`src/core/omr_pkg.sv`:
```
package mrs_pkg;

	localparam int MODE_W = 24;
	localparam logic [23:0] MODE_RESET = 24'h000300;
	localparam logic [23:0] MODE_WMASK = 24'h1fffbf;
	localparam int BIT_EXT_EN = 20;
	localparam int BIT_OVF = 18;
	localparam int BIT_UNF = 17;
	localparam int BIT_SPACE = 16;
	localparam int BIT_TRC = 15;
	localparam int BIT_PRIO_DIS = 14;
	localparam int BIT_ASYNC_ARB = 13;
	localparam int BIT_REL_SLOW = 12;
	localparam int BIT_ACK_SYNC = 11;
	localparam int PTR_W = 6;
	localparam logic [3:0] STACK_ERR_LEVEL = 4'h3;
	localparam logic [1:0] SYNC_ZERO = 2'h0;

	typedef enum logic [1:0] {
		BUS_IDLE,
		BUS_XFER,
		BUS_RELEASE
	} mrs_bus_st_t;

endpackage : mrs_pkg

```
`src/core/omr_ctrl.sv`:
```
`timescale 1ns/1ns
`default_nettype none
// Operating mode control register with stack-extension and external-bus control.
module mrs_ctrl (
	input wire logic mclk_i,
	input wire logic rst_n_i,
	input wire logic omr_wr_i,
	input wire logic [23:0] omr_wdata_i,
	output logic [23:0] omr_rdata_o,
	input wire logic pull_req_i,
	input wire logic [5:0] stack_pointer_i,
	output logic stack_underflow_bit_counts_o,
	output logic stack_ext_active_o,
	output logic stack_space_y_o,
	output logic stack_error_o,
	output logic [3:0] stack_error_level_o,
	input wire logic int_access_i,
	input wire logic [23:0] int_addr_i,
	input wire logic ext_access_i,
	input wire logic [23:0] ext_addr_i,
	output logic [23:0] bus_addr_o,
	input wire logic [3:0] strobe_match_i,
	output logic [3:0] address_attribute_strobes_n_o,
	input wire logic bus_grant_n_i,
	input wire logic bus_busy_n_i,
	output logic bus_owned_o,
	output logic bus_busy_n_o,
	output logic bus_busy_oe_n_o,
	input wire logic xfer_start_i,
	input wire logic transfer_acknowledge_n_i,
	output logic xfer_done_o,
	output logic port_oe_n_o
);

	// State of the block outside the synchronisers: mode word, bus sequencer and pin drivers.
	typedef struct packed {
		logic [23:0] mode;
		mrs_pkg::mrs_bus_st_t st;
		logic err;
		logic [23:0] addr;
		logic [3:0] strobe_n;
		logic busy_oe_n;
		logic port_oe_n;
	} mrs_state_t;

	// Synchronised copies of the low-true bus inputs.
	logic grant_sync;
	logic busy_sync;
	logic ack_sync;

	// Effective inputs after the per-mode synchroniser choice.
	logic grant_n;
	logic busy_n;
	logic ack_n;

	// Pull with an empty pointer while the extension is on.
	logic underflow_evt;

	// One-hot result of the fixed strobe priority.
	logic [3:0] prio;

	mrs_state_t r_q;
	mrs_state_t r_d;

	// Grant synchroniser, used only in asynchronous arbitration.
	mrs_sync u_grant (
		.mclk_i(mclk_i),
		.rst_n_i(rst_n_i),
		.d_i(bus_grant_n_i),
		.q_o(grant_sync)
	);

	// Busy synchroniser, used only in asynchronous arbitration.
	mrs_sync u_busy (
		.mclk_i(mclk_i),
		.rst_n_i(rst_n_i),
		.d_i(bus_busy_n_i),
		.q_o(busy_sync)
	);

	// Acknowledge synchroniser; deassertion must still be clock-aligned outside.
	mrs_sync u_ack (
		.mclk_i(mclk_i),
		.rst_n_i(rst_n_i),
		.d_i(transfer_acknowledge_n_i),
		.q_o(ack_sync)
	);

	// async arbitration path
	// Synchronising adds two cycles of latency on grant and busy.
	assign grant_n = r_q.mode[mrs_pkg::BIT_ASYNC_ARB] ? grant_sync : bus_grant_n_i;
	assign busy_n = r_q.mode[mrs_pkg::BIT_ASYNC_ARB] ? busy_sync : bus_busy_n_i;

	// acknowledge sync choice
	// With the bit clear the raw pin is used, so it must meet setup outside.
	assign ack_n = r_q.mode[mrs_pkg::BIT_ACK_SYNC] ? ack_sync : transfer_acknowledge_n_i;

	// underflow detection
	// Only a pull at pointer zero with the extension on counts as underflow.
	assign underflow_evt = pull_req_i && r_q.mode[mrs_pkg::BIT_EXT_EN]
		&& (stack_pointer_i == 6'h00);

	always_comb begin
		prio = 4'h0;
		if (strobe_match_i[3]) begin
			prio = 4'h8;
		end else if (strobe_match_i[2]) begin
			prio = 4'h4;
		end else if (strobe_match_i[1]) begin
			prio = 4'h2;
		end else if (strobe_match_i[0]) begin
			prio = 4'h1;
		end
	end

	// Next-state logic for register, bus sequencer and pin drivers.
	always_comb begin
		r_d = r_q;
		r_d.err = 1'b0;

		// sticky flag write
		// Besides an underflow setting the flag, only a control-register move changes the word; reserved bits stay zero.
		if (omr_wr_i) begin
			r_d.mode = omr_wdata_i & mrs_pkg::MODE_WMASK;
		end

		// set wins over write
		// A clear and an underflow in one cycle leave the flag set.
		if (underflow_evt) begin
			r_d.mode[mrs_pkg::BIT_UNF] = 1'b1;
		end

		// rising flag exception
		// The error pulse marks only the zero-to-one step of the flag.
		r_d.err = r_d.mode[mrs_pkg::BIT_UNF] && !r_q.mode[mrs_pkg::BIT_UNF];

		// address trace mux
		// An external access keeps the lines; trace fills only idle cycles.
		if (ext_access_i) begin
			r_d.addr = ext_addr_i;
		end else if (int_access_i && r_q.mode[mrs_pkg::BIT_TRC]) begin
			r_d.addr = int_addr_i;
		end

		// priority disable
		// With priority off every matching strobe goes low together.
		r_d.strobe_n = r_q.mode[mrs_pkg::BIT_PRIO_DIS] ? ~strobe_match_i : ~prio;

		// Bus sequencer: take the bus, wait for acknowledge, then release.
		unique case (r_q.st)
			mrs_pkg::BUS_IDLE: begin
				r_d.busy_oe_n = 1'b1;
				r_d.port_oe_n = 1'b1;
				if (xfer_start_i && !grant_n && busy_n) begin
					r_d.st = mrs_pkg::BUS_XFER;
					r_d.busy_oe_n = 1'b0;
					r_d.port_oe_n = 1'b0;
				end
			end
			mrs_pkg::BUS_XFER: begin
				if (!ack_n) begin
					if (r_q.mode[mrs_pkg::BIT_REL_SLOW]) begin
						r_d.st = mrs_pkg::BUS_RELEASE;
						r_d.port_oe_n = 1'b1;
					end else begin
						r_d.st = mrs_pkg::BUS_IDLE;
						r_d.port_oe_n = 1'b1;
						r_d.busy_oe_n = 1'b1;
					end
				end
			end
			mrs_pkg::BUS_RELEASE: begin
				r_d.st = mrs_pkg::BUS_IDLE;
				r_d.busy_oe_n = 1'b1;
			end
		endcase
	end

	// State register with reset values.
	always_ff @(posedge mclk_i or negedge rst_n_i) begin
		if (!rst_n_i) begin
			r_q.mode <= mrs_pkg::MODE_RESET;
			r_q.st <= mrs_pkg::BUS_IDLE;
			r_q.err <= 1'b0;
			r_q.addr <= 24'h000000;
			r_q.strobe_n <= 4'hf;
			r_q.busy_oe_n <= 1'b1;
			r_q.port_oe_n <= 1'b1;
		end else begin
			r_q <= r_d;
		end
	end

	// Register read-back straight from the flip-flops.
	assign omr_rdata_o = r_q.mode;

	assign stack_ext_active_o = r_q.mode[mrs_pkg::BIT_EXT_EN];

	// counter bit behaviour
	// In extension mode the pointer's top bit counts instead of flagging.
	assign stack_underflow_bit_counts_o = r_q.mode[mrs_pkg::BIT_EXT_EN];

	assign stack_space_y_o = r_q.mode[mrs_pkg::BIT_SPACE];

	// Stack error pulse and its fixed level.
	assign stack_error_o = r_q.err;
	assign stack_error_level_o = mrs_pkg::STACK_ERR_LEVEL;

	// Address lines and strobes, all registered.
	assign bus_addr_o = r_q.addr;
	assign address_attribute_strobes_n_o = r_q.strobe_n;

	// Busy is open-drain: the level is always low, the enable does the work.
	assign bus_busy_n_o = 1'b0;
	assign bus_busy_oe_n_o = r_q.busy_oe_n;
	assign port_oe_n_o = r_q.port_oe_n;

	// Handshake outputs decoded from the sequencer state; done also needs the effective acknowledge.
	assign bus_owned_o = (r_q.st != mrs_pkg::BUS_IDLE);
	assign xfer_done_o = (r_q.st == mrs_pkg::BUS_XFER) && !ack_n;

endmodule // mrs_ctrl
`default_nettype wire

```
`src/core/omr_sync.sv`:
```
`timescale 1ns/1ns
`default_nettype none
// Two-stage synchroniser for one asynchronous level.
module mrs_sync (
	input wire logic mclk_i,
	input wire logic rst_n_i,
	input wire logic d_i,
	output logic q_o
);

	typedef struct packed {
		logic s1;
		logic s2;
	} mrs_sync_st_t;

	mrs_sync_st_t s_q;
	mrs_sync_st_t s_d;

	// First stage feeds only the second stage.
	always_comb begin
		s_d.s1 = d_i;
		s_d.s2 = s_q.s1;
	end

	// Registers reset to idle-high, matching inactive low-true bus pins.
	always_ff @(posedge mclk_i or negedge rst_n_i) begin
		if (!rst_n_i) begin
			s_q <= 2'h3;
		end else begin
			s_q <= s_d;
		end
	end

	assign q_o = s_q.s2;

endmodule // mrs_sync
`default_nettype wire

```
`config.mk`:
```
export PLATFORM = sky130hd
export DESIGN_NAME = mrs_ctrl
export DESIGN_NICKNAME = d
export VERILOG_FILES = /design/src/core/omr_pkg.sv /design/src/core/omr_ctrl.sv /design/src/core/omr_sync.sv
export SDC_FILE = /design/constraint.sdc
export NUM_CORES = 1
export LEC_CHECK = 0
export ABC_CLOCK_PERIOD_IN_PS = 1300
export BUFFER_PORTS_ARGS = -buffer_cell sky130_fd_sc_hd__buf_2
export CAP_MARGIN = 20
export CORE_UTILIZATION = 40
export CTS_BUF_LIST = sky130_fd_sc_hd__clkbuf_16
export CTS_CLUSTER_DIAMETER = 200
export DETAILED_ROUTE_END_ITERATION = 10
export HOLD_SLACK_MARGIN = 0.1
export MAX_ROUTING_LAYER = met4
export PLACE_DENSITY = 0.77
export SYNTH_ARGS = -nofsm -noshare
export SYNTH_HDL_FRONTEND = slang
export SYNTH_SLANG_ARGS = --single-unit
```
`constraint.sdc`:
```
create_clock -name mclk_i -period 1.3 [get_ports mclk_i]
set_input_delay 0.065 -clock mclk_i [delete_from_list [all_inputs] [get_ports mclk_i]]
set_output_delay 0.065 -clock mclk_i [all_outputs]
set_load 0.1 [all_outputs]
```
== Word level (Yosys, flattened, before mapping) ==
Index checks and enable logic that the tools add are counted.
Storage, ports and cells
  register bits: 59
  output and inout port bits: 65
Operators by class
  eq/ne operators: 5
  mux-type cells: 21
  bitwise gates (word level): 2
  reductions and logical operators: 18
Operator list (count)
  24-bit 2-to-1 mux: 2
  18-bit 2-to-1 mux: 1
  2-bit 2-to-1 mux: 6
  4-bit 2-to-1 mux: 2
  4-bit NOT: 2
  1-bit logical AND: 7
  6-bit logical NOT: 1
  1-bit 2-to-1 mux: 6
  2-bit inequality test, second input constant: 3
  2-bit case mux with 3 select lines: 1
  2-bit AND reduction: 3
  2-bit nonzero test: 3
  1-bit logical NOT: 3
  3-bit 2-to-1 mux: 1
  1-bit case mux with 3 select lines: 1
  2-bit by 1-bit equality test with 1-bit output, second input constant: 1
  2-bit equality test, second input constant: 1
  2-bit logical NOT: 1
  1-bit case mux with 2 select lines: 1

== Logic depth before layout (Yosys ltp) ==
Gate-level depths: netlist (run 1).
  depth after elaboration: 6
  mapped depth: 6
  mapped depth without buffers: 5

== Cells and area by module ==
Synthesis (run 1) repeated with hierarchy kept, for this count alone.
Second synthesis, totals
  cell total of the unflattened synthesis: 256
  area total of the unflattened synthesis: 2922.8 sq um
Modules (own cells, without submodules)
  mrs_ctrl: times used 1, cells each 250, area an instance 2765.2 sq um, sequential area each 1336.3 sq um
  mrs_sync: times used 3, cells each 2, area an instance 52.6 sq um, sequential area each 52.6 sq um

== Worst setup path before layout (run 1) ==
Ideal clock, no wire load.
  kind: register to register
  start point: register r_q[31] in the netlist's numbering
  end point: register r_q (netlist bit port_oe_n_o)
  data arrival time: 1.501 ns
  data required time: 1.209 ns
  slack: -0.292 ns
  cell stages (with the launch flop): 6
  buffers on the path: 0
  clock period less this slack: 1.592 ns
  cells stage by stage: dfrtp_1 > inv_1 > ha_1 > inv_1 > a21oi_1 > o31ai_1
Between the ends
  longest elaborated chain between the ends: 3
  elaborated cells on any way between the ends: 6
Ends and longest elaborated chain
  start: declaration: line omr_ctrl.sv:62  | mrs_state_t r_q;
  start signal: assignment: line omr_ctrl.sv:190  | r_q <= r_d;
  2-bit by 1-bit equality test with 1-bit output / 2-bit logical NOT (equally long branches): line omr_ctrl.sv:150  | unique case (r_q.st)
  2-bit inequality test (no source line) / 2-bit nonzero test (equally long branches)
  2-bit AND reduction (no source line)
Parallel ways exist; a longest one is shown, timed or not.
A chain may end at the register's enable or synchronous reset.

== Worst setup path after layout (run 1) ==
  start point: register r_q[32] in the netlist's numbering
  end point: output port xfer_done_o
Between the ends
  longest elaborated chain between the ends: 2
Ends and longest elaborated chain
  2-bit by 1-bit equality test with 1-bit output: line omr_ctrl.sv:220  | assign xfer_done_o = (r_q.st == mrs_pkg::BUS_XFER) && !ack_n;
  1-bit logical AND: line omr_ctrl.sv:220
  end: declaration: line omr_ctrl.sv:31  | output logic xfer_done_o,
No other way between the ends.

==> results of run 1 <==
-- where the power goes --
| part | internal, mW | switching [mW] | leakage, nW |
|---|---|---|---|
| clock | 1.45 | 0.766 | 0.138 |
| sequential | 2.11 | 0.165 | 0.684 |
| combinational | 1.09 | 2.49 | 1.37 |
-- path summary, 6_finish.rpt --
path,startpoint,end,slack [ns],depth (start not counted)
worst max-delay path,r_q[32],xfer_done_o,-0.07,4
worst min-delay path,ext_addr_i[15],bus_addr_o[15],0.07,3
worst max register to register,u_busy.q_o,r_q[31],-0.06,3
worst min register to register,u_busy.s_d[0],u_busy.q_o,0.35,0
max in group asynchronous,rst_n_i,u_grant.q_o,0.69,3
min in group asynchronous,rst_n_i,omr_rdata_o[14],0.30,3
-- logic make-up after synthesis --
family	after synthesis
compound gates	37
other cells	2
flops	59
simple gates	35
mux	47
fa+ha+maj	2
buf+inv	74
-- stage by stage --
stage                     cell area, um^2  hold WS, ns  setup WS [ns]  util, %  power (mW)
after floorplan                      2960       -0.231         -0.240        -        4.94
after CTS                            4580        0.100        -0.0778     66.0        8.09
after detailed placement             3500       0.0951        -0.0479     50.5        5.46
after global placement               3500       0.0935         0.0737     50.5        5.39
after global routing                 4480        0.105         -0.131     64.6        8.39
final                                4480       0.0651        -0.0745     64.6        8.08
-- cells in the final DEF, fill, tap and decap left out, types with 3 or more instances in the layout --
cell                              n
sky130_fd_sc_hd__dfrtp_1         43
sky130_fd_sc_hd__buf_2          131
sky130_fd_sc_hd__dfstp_2         14
sky130_fd_sc_hd__mux2_2          19
sky130_fd_sc_hd__nand2_1         24
sky130_fd_sc_hd__conb_1           9
sky130_fd_sc_hd__nor2_1           3
sky130_fd_sc_hd__o21ai_0         28
sky130_fd_sc_hd__clkbuf_16        9
sky130_fd_sc_hd__inv_1            3
sky130_fd_sc_hd__mux2i_1         27
sky130_fd_sc_hd__clkinv_1         3
sky130_fd_sc_hd__buf_12          12
sky130_fd_sc_hd__dlygate4sd3_1   58
sky130_fd_sc_hd__buf_4           12
-- cell usage after synthesis, types with 2 or more instances --
cell / number
sky130_fd_sc_hd__nand2_1: 24
sky130_fd_sc_hd__buf_2: 3
sky130_fd_sc_hd__buf_4: 62
sky130_fd_sc_hd__dfstp_2: 14
sky130_fd_sc_hd__conb_1: 2
sky130_fd_sc_hd__buf_6: 2
sky130_fd_sc_hd__inv_1: 6
sky130_fd_sc_hd__dfrtp_1: 45
sky130_fd_sc_hd__mux2_2: 19
sky130_fd_sc_hd__ha_1: 2
sky130_fd_sc_hd__mux2i_1: 27
sky130_fd_sc_hd__o21ai_0: 29
sky130_fd_sc_hd__a21oi_1: 2
sky130_fd_sc_hd__nor2_1: 3
-- registers in the layout (all words and copies together) (netlist names), 2 cells and up --
name / flops
r_q: 2
bus_addr_o: 24
omr_rdata_o: 20
address_attribute_strobes_n_o: 4
-- layout make-up --
cell class	instances	area [um^2]	area share [%]
well taps	96	120	2.68
inverters	6	26.3	0.586
flip-flops and latches	59	1500	33.4
multi-input cells	130	983	21.9
repair buffers	214	1570	35.1
clock buffers	9	225	5.02
clock inverters	7	58.8	1.31
-- timing repair --
action,4_1_cts,5_1_grt
setup endpoints to repair,4,24
hold endpoints to repair,108,6
resized for setup,10,3
setup buffers,6,2
hold buffers,70,6
pin swaps,3,2
-- critical path: stages, from the launching register on --
cell and delay, ns:
sky130_fd_sc_hd__dfrtp_1 0.37, sky130_fd_sc_hd__inv_2 0.12, sky130_fd_sc_hd__ha_4 0.18, sky130_fd_sc_hd__and2_4 0.16, sky130_fd_sc_hd__buf_12 0.16
-- per-layer routing --
layer | track usage, % | share of wire, % | routed length (um)
met2 | 40.2 | 59 | 4390
met1 | 20.4 | 36 | 2670
met3 | 3.51 | 3.7 | 278
met4 | 7.75 | 1.1 | 85
met5 | - | 0 | 0
==> run metrics, run 1 <==
Post-Synth Adder-Cell Area 0.856%; x dimension of the die 87.5 um; Hold Crit Class in -> reg; count of unresolved DRC violations after routing 0; clock tree from TritonCTS built; type of the worst setup path reg -> out; RSZ-0062 raised after global routing true; overall global routing resource usage 20.7%; data arrival time of the critical path 1.31 ns; Clock Path Buffers 2; power density over the cells 1800 nW/um^2; Peak VDD IR ~0.75 mV; summed negative setup slack over all endpoints -0.167 ns; count of boundary I/O pins 157; number of standard cells in the layout, taps in and fillers out 521; first-pass GRT wire length 11600 um; HPWL after detailed placement ~4500 um; total of fill cells in the finished design approximately 530; result of the run finished, violations left; share of synthesized flip-flops with an asynchronous set or reset between 90% and 100%; sequential fraction of the synthesis area 51.1%; Period Utilization, post-route 106%; count of cell types in the netlist 30; Total Die Area 7650 um^2; vias in the first global route 2544; Worst Slack Setup Final -0.0745 ns; xor/xnor cell area share of the yosys netlist 0%; Final Max Tran Viols 0; total congestion overflow after global routing 0; Post-Synthesis Mean Instance Area 11.4 um^2; synthesized instance count between 200 and 300; layout cell share with drive strength beyond 1 50.8%; LEAKAGE 2.19 nW; maximum net fanout on the critical path 6; Port Buf Inserts between 100 and 150; final weighted congestion of routability-driven global placement between 0.8 and 0.9; simple-gate share of the synthesized area 5.52%; largest net degree at the start of global routing 60; minimum clock period 1.37 ns; average detailed-routed wire length per instance 14.2 um; final setup vio count 3; failing checks setup timing; placeable core region ~6900 um^2; Sinks on Clock Net 59; detailed router's first-iteration violation count between 50 and 60; top cell type's share of synthesized area 38.5%; H-tree depth 3; number of buffers added by the clock tree synthesis step 9; element type at the critical path start flop; synth top area cells sky130_fd_sc_hd__dfrtp_1, sky130_fd_sc_hd__buf_4, sky130_fd_sc_hd__dfstp_2; share of the synthesized area in compound gates (AO/OA/AOI/OAI) 7.06%; critical path data required time between 1 and 1.5 ns; effective utilization at floorplan 42.1%; via count 2339; sum of routed wire length over all layers between 7000 and 8000 um; clock latency reported for the late side of the worst-skew pair 0.31 ns; root buffer selected by CTS sky130_fd_sc_hd__clkbuf_16; number of diodes added for antenna fixing 0; Pre-antenna DRT Iters 4; count of synthesis-stage warnings from yosys 0; signed area change from the synthesized netlist to the final layout 53.4%; Max Clk Rate 0.728 GHz; DRT antenna net count 0; number of storage elements in the synthesis netlist 59; Hold Vio Cnt, Final 0; Layout Nets 514; floorplan die height 87.5 um; placed cells 439; via-per-instance ratio 4.49; endpoint kind of the worst setup timing path output port; main combinational cell family by area after synthesis buffers and inverters; # rows 30; multiplexer share of the synthesized area about 17%; Post-synth EDFFs 0; Synth area leader sky130_fd_sc_hd__dfrtp_1; Maximum Capacitance Violations 0; number of antenna violations at the first check in global routing 0; leading register cell type out of synthesis sky130_fd_sc_hd__dfrtp_1; clock edge transition at the registers on the reported setup and hold paths 0.05 ns; combined area of all synthesized cells 2920 um^2; clock tree skew after final layout between 0.008 and 0.009 ns
Note: power is estimated with default switching activity, not from simulation.
==> run 2: changes to the inputs <==
ABC_AREA = 1   (was not set)
CTS_CLUSTER_SIZE = 30   (was not set)
PLACE_DENSITY = 0.75   (was 0.77)
==> run 2 against run 1 <==
Against the previous run: core utilization fell by 1.3 points; hold slack gained 0.086 ns; combinational power about the same; the run still ends with setup timing left.
==> run metrics, run 2 <==
result of the run finished, violations left; failing checks setup timing; clock share of power between 20% and 30%; endpoint kind of the worst setup timing path output port; Pre-antenna DRT Iters 4; number of antenna violations at the first check in global routing 0; share of the synthesized area in compound gates (AO/OA/AOI/OAI) 15.3%; average detailed-routed wire length per instance 13.7 um; leading cell types in the layout, fill and taps excluded sky130_fd_sc_hd__buf_2, sky130_fd_sc_hd__dlygate4sd3_1, sky130_fd_sc_hd__nand2_1; total congestion overflow after global routing 0; element type at the critical path start flop; power density over the cells about 1700 nW/um^2; maximum net fanout on the critical path 3; DRT antenna net count 0; Post-Synthesis Mean Instance Area ~11 um^2; number of flip-flops in the largest register 24; combined area of all synthesized cells 3220 um^2; top cell type's share of synthesized area 34.9%; sequential power share 28.1%; Period Utilization, post-route 104%; data arrival time of the critical path 1.29 ns; clock edge transition at the registers on the reported setup and hold paths 0.05 ns; effective utilization at floorplan approximately 41%; synth top area cells sky130_fd_sc_hd__dfrtp_1, sky130_fd_sc_hd__buf_4, sky130_fd_sc_hd__a31oi_4; # rows 32; placed cells 490; Hold Vio Cnt, Final 0; layout cell share with drive strength beyond 1 ~43%; number of buffers added by the clock tree synthesis step 9; vias in the first global route ~2800; fraction of power consumed by combinational cells 44.5%; Layout Utilization 63.2%; number of standard cells in the layout, taps in and fillers out around 600; leading register cell type out of synthesis sky130_fd_sc_hd__dfrtp_1; multiplexer share of the synthesized area between 6 and 7%; x dimension of the die ~92 um; Peak VDD IR 0.742 mV; floorplan die height a little over 90 um; Maximum Capacitance Violations 0; number of diodes added for antenna fixing 0; switching power 3.52 mW; summed negative setup slack over all endpoints -0.101 ns; minimum clock period 1.36 ns; via-per-instance ratio 4.46; via count 2631; placeable core region 7770 um^2; sequential fraction of the synthesis area between 40% and 50%; number of storage elements in the synthesis netlist between 50 and 60; most frequently used cell type in the post-synthesis netlist sky130_fd_sc_hd__nand2_1; Post-synth EDFFs 0; main combinational cell family by area after synthesis buffers and inverters; count of synthesis-stage warnings from yosys 0; Worst-Margin Slew 0.507 ns; root buffer selected by CTS sky130_fd_sc_hd__clkbuf_16; final setup vio count 2; Final Max Tran Viols 0; Synth area leader sky130_fd_sc_hd__dfrtp_1; Sinks on Clock Net 59; clock tree skew after final layout 0.00540 ns; first-pass GRT wire length around 13000 um; count of unresolved DRC violations after routing 0; Worst Slack Setup Final -0.0578 ns; signed area change from the synthesized netlist to the final layout 52.4%; share of synthesized flip-flops with an asynchronous set or reset 100%; count of cell types in the netlist 24; switching share of power 43.4%; H-tree depth 3; clock tree from TritonCTS built; Finished Cell Area 4910 um^2; critical path data required time 1.24 ns; clock latency reported for the late side of the worst-skew pair 0.32 ns; most frequent cells after synthesis sky130_fd_sc_hd__nand2_1, sky130_fd_sc_hd__buf_4, sky130_fd_sc_hd__dfrtp_1, sky130_fd_sc_hd__nor2_1, sky130_fd_sc_hd__a31oi_4; type of the worst setup path reg -> out; Post-Synth Adder-Cell Area 0.776%; Worst slew margin 66.2%; Hold Crit Class in -> reg; sum of routed wire length over all layers 8090 um; HPWL after detailed placement 4690 um; Clock Path Buffers 2; simple-gate share of the synthesized area 12.9%; xor/xnor cell area share of the yosys netlist 0%; Total Die Area 8420 um^2; Port Buf Inserts 143; RSZ-0062 raised after global routing true; LEAKAGE about 2.3 nW; DP Area 3770 um^2; synthesized instance count 301; Max Clk Rate 0.737 GHz; largest net degree at the start of global routing 32; cell-internal power 4.59 mW; overall global routing resource usage 20.6%; detailed router's first-iteration violation count 26; Layout Nets approximately 580; count of boundary I/O pins between 150 and 200; final weighted congestion of routability-driven global placement 0.704; leading cell type in the layout, fill and taps excluded sky130_fd_sc_hd__buf_2
-- run 2: metal layers --
metal | share of wire [%] | wire length (um) | global-route usage (%) | vias up
li1 | - | - | - | 1267
met1 | 40 | 3200 | 21.4 | 1226
met2 | 52 | 4240 | 37.3 | 122
met3 | 5.8 | 472 | 5.06 | 16
met4 | 2.2 | 175 | 8.07 | 0
met5 | 0 | 0 | - | -
-- run 2: layout make-up --
type,count,area [um^2]
Clock inverter,7,60.1
Sequential cell,59,1500
Clock buffer,9,225
Tap cell,102,128
Multi-Input combinational cell,168,1190
Fill cell,602,2860
Inverter,11,55.1
Timing Repair Buffer,234,1760
-- run 2: timing repair --
| action | in CTS | in global routing |
|---|---|---|
| pin swaps | 0 | 1 |
| hold buffers | 83 | 0 |
| endpoints found under the setup margin | 4 | 2 |
| gates resized for setup | 5 | 2 |
| endpoints found under the hold margin | 105 | 0 |
| setup buffers | 0 | 1 |
-- run 2: power groups by stage --
stage	combinational, mW	sequential [mW]	clock, mW
floorplan	2.60	2.52	0
global placement	3.30	2.28	0
detailed placement	3.34	2.29	0
CTS	3.56	2.28	2.29
global route	3.77	2.31	2.37
finish	3.61	2.28	2.23
-- run 2: kinds of logic after synthesis --
group / count (synthesis)
muxes: 18
buffers and inverters: 81
DFF: 59
adders and majority gates: 2
other: 2
AOI/OAI and AO/OA: 32
and+or+nand+nor: 107
-- run 2: path summary, 6_finish.rpt --
path                                 start  depth (start not counted)  slack (ns)                          endpoint
min                             pull_req_i                          5        0.15                   omr_rdata_o[17]
max reg2reg                omr_rdata_o[15]                          5        0.13                     bus_addr_o[4]
max                                r_q[31]                          4       -0.06                       bus_owned_o
min in group asynchronous          rst_n_i                          3        0.32                   omr_rdata_o[19]
max in group asynchronous          rst_n_i                          3        0.64  address_attribute_strobes_n_o[0]
min reg2reg                  u_busy.s_d[0]                          0        0.36                        u_busy.q_o
-- run 2: worst max-delay path, stage by stage (launching register included) --
cell	delay, ns
sky130_fd_sc_hd__dfrtp_1	0.42
sky130_fd_sc_hd__inv_1	0.08
sky130_fd_sc_hd__ha_2	0.20
sky130_fd_sc_hd__clkinvlp_4	0.11
sky130_fd_sc_hd__buf_12	0.17
-- run 2: stage by stage --
step / worst slack, ns / power, mW / hold WS [ns]
3_3_place_gp: 0.160 / 5.58 / 0.101
4_1_cts: -0.0840 / 8.12 / 0.146
2_1_floorplan: -0.200 / 5.12 / -0.231
6_report: -0.0578 / 8.11 / 0.151
3_5_place_dp: 0.127 / 5.63 / 0.113
5_1_grt: -0.112 / 8.45 / 0.173
==> run 3: changes to the inputs <==
==> constraint.sdc (replaced) <==
create_clock -name mclk_i -period 1.3 [get_ports mclk_i]
set_input_delay 0.13 -clock mclk_i [delete_from_list [all_inputs] [get_ports mclk_i]]
set_output_delay 0.13 -clock mclk_i [all_outputs]
set_load 0.1 [all_outputs]
==> run 3 against run 2 <==
Against the previous run: the run still ends with setup timing left; sequential power about the same; core utilization is 5.8 points lower; clock skew decreased by 0.0014 ns; non-clock buffer count is 48 lower; global-route usage is 2.8 points lower; critical path depth unchanged; count of clock-buffer cells in the layout did not move; clock power about the same; register-to-register slack hardly changed; worst setup slack lost 0.059 ns; largest cell class is now sequential cells.
==> run metrics, run 3 (same netlist as run 2, synthesis figures left out) <==
Worst Slack Setup Final -0.117 ns; final weighted congestion of routability-driven global placement slightly above 0.7; effective utilization at floorplan 41.5%; element type at the critical path start flop; Period Utilization, post-route 109%; x dimension of the die ~92 um; clock tree from TritonCTS built; via-per-instance ratio 4.43; LEAKAGE 2.12 nW; floorplan die height around 92 um; count of unresolved DRC violations after routing 0; Crit. path cell count 4; layout cell share with drive strength beyond 1 between 40% and 50%; first-pass GRT wire length 11200 um; Layout Nets ~530; Total Die Area 8420 um^2; clock latency reported for the late side of the worst-skew pair 0.32 ns; overall global routing resource usage 17.7%; failing checks setup timing; Hold Path Depth 3; number of buffers added by the clock tree synthesis step 9; Top delay family on crit path flip-flops; Worst Reg-to-Reg Cells 5; cell-internal power between 4 and 5 mW; switching share of power 43.6%; fraction of power consumed by combinational cells approximately 44%; maximum net fanout on the critical path 3; buffer and inverter count on the worst path 3; endpoint kind of the worst setup timing path output port; sequential power share approximately 29%; slowest cell on the critical path sky130_fd_sc_hd__dfrtp_1; Pre-antenna DRT Iters 4; Port Buf Inserts approximately 140; Worst-Margin Slew 0.527 ns; data arrival time of the critical path 1.29 ns; clock share of power between 20% and 30%; vias in the first global route 2489; Maximum Capacitance Violations 0; # rows 32; Final Max Tran Viols 0; sum of routed wire length over all layers slightly below 7000 um; clock tree skew after final layout 0.00396 ns; Worst slew margin 64.9%; Hold Crit Class in -> reg; RSZ-0062 raised after global routing true; number of diodes added for antenna fixing 0; count of boundary I/O pins 157; H-tree depth 3; power density over the cells 1790 nW/um^2; Hold Vio Cnt, Final 0; total power consumption of the routed design roughly 8.0 mW; cell-by-cell trace of the critical path inv_1 -> ha_2 -> clkinvlp_4 -> buf_12; clock edge transition at the registers on the reported setup and hold paths 0.05 ns; number of flip-flops in the largest register 24; Max Clk Rate slightly above 0.7 GHz; Peak VDD IR 0.734 mV; DRT antenna net count 0; critical path data required time around 1.2 ns; total of fill cells in the finished design ~650; result of the run finished, violations left; switching power around 3.5 mW; via count 2400; signed area change from the synthesized netlist to the final layout 38.4%; leading cell types in the layout, fill and taps excluded sky130_fd_sc_hd__buf_2, sky130_fd_sc_hd__nand2_1, sky130_fd_sc_hd__dfrtp_1; detailed router's first-iteration violation count 26; Max stage delay on crit path ~0.42 ns; largest net degree at the start of global routing 32; final setup vio count 2; average detailed-routed wire length per instance 12.7 um; Sinks on Clock Net approximately 60; number of antenna violations at the first check in global routing 0; type of the worst setup path reg -> out; total congestion overflow after global routing 0; summed negative setup slack over all endpoints -0.211 ns; root buffer selected by CTS sky130_fd_sc_hd__clkbuf_16; HPWL after detailed placement 4740 um; minimum clock period 1.42 ns; Clock Path Buffers 2; leading cell type in the layout, fill and taps excluded sky130_fd_sc_hd__buf_2; placeable core region a little under 8000 um^2
==> run 3: path summary, 6_finish.rpt <==
| check | slack, ns | end | start |
|---|---|---|---|
| worst max-delay path | -0.12 | bus_owned_o | r_q[31] |
| worst min-delay path | 0.12 | bus_addr_o[16] | int_addr_i[16] |
| worst max register to register | 0.14 | bus_addr_o[14] | omr_rdata_o[15] |
| worst min register to register | 0.35 | u_busy.q_o | u_busy.s_d[0] |
| max in group asynchronous | 0.59 | address_attribute_strobes_n_o[0] | rst_n_i |
| min in group asynchronous | 0.36 | omr_rdata_o[19] | rst_n_i |
==> run 3: routing by layer <==
metal	GRT usage (%)	vias to the layer above	share of wire, %
met5	-	-	0
met4	6.64	0	1.1
met3	4.73	8	6.5
met2	32.3	107	52
met1	18.2	1105	40
li1	-	1180	-
==> run 3: worst register-to-register path, stage by stage, from the launching register on <==
cell and delay, ns:
sky130_fd_sc_hd__dfrtp_1 0.38, sky130_fd_sc_hd__nand2_1 0.13, sky130_fd_sc_hd__nand2_4 0.09, sky130_fd_sc_hd__buf_4 0.20, sky130_fd_sc_hd__nor2_1 0.19, sky130_fd_sc_hd__a31oi_4 0.04
==> run 3: metrics by stage <==
stage / instance area (um^2) / instances / worst slack, ns / util, % / hold WS (ns)
3_5_place_dp: 3790 / 489 / 0.120 / 48.8 / 0.182
4_1_cts: 4440 / 541 / -0.133 / 57.2 / 0.109
5_1_grt: 4460 / 542 / -0.174 / 57.4 / 0.115
3_3_place_gp: 3790 / 489 / 0.142 / 48.8 / 0.163
2_1_floorplan: 3270 / 308 / -0.200 / - / -0.166
6_report: 4460 / 542 / -0.117 / 57.4 / 0.119
==> run 3: cell type report <==
cell class / count / area [um^2] / area share, %
clock buffers: 9 / 225 / 5.05
well taps: 102 / 128 / 2.86
repair buffers: 186 / 1310 / 29.3
clock inverters: 7 / 53.8 / 1.21
multi-input cells: 168 / 1190 / 26.8
flip-flops and latches: 59 / 1500 / 33.5
inverters: 11 / 55.1 / 1.23
==> run 3: what timing repair did <==
action / 4_1_cts / 5_1_grt
pin swaps: 1 / 0
endpoints found under the setup margin: 2 / 4
setup buffers: 0 / 1
resized for setup: 4 / 4
hold endpoints to repair: 76 / 0
hold buffers: 36 / 0
==> run 3: power by group through the flow <==
stage	Clock [mW]	Sequential (mW)	Combinational, mW
2_1_floorplan	0	2.52	2.60
3_3_place_gp	0	2.28	3.31
3_5_place_dp	0	2.29	3.35
4_1_cts	2.25	2.28	3.46
5_1_grt	2.34	2.30	3.64
6_report	2.20	2.28	3.49
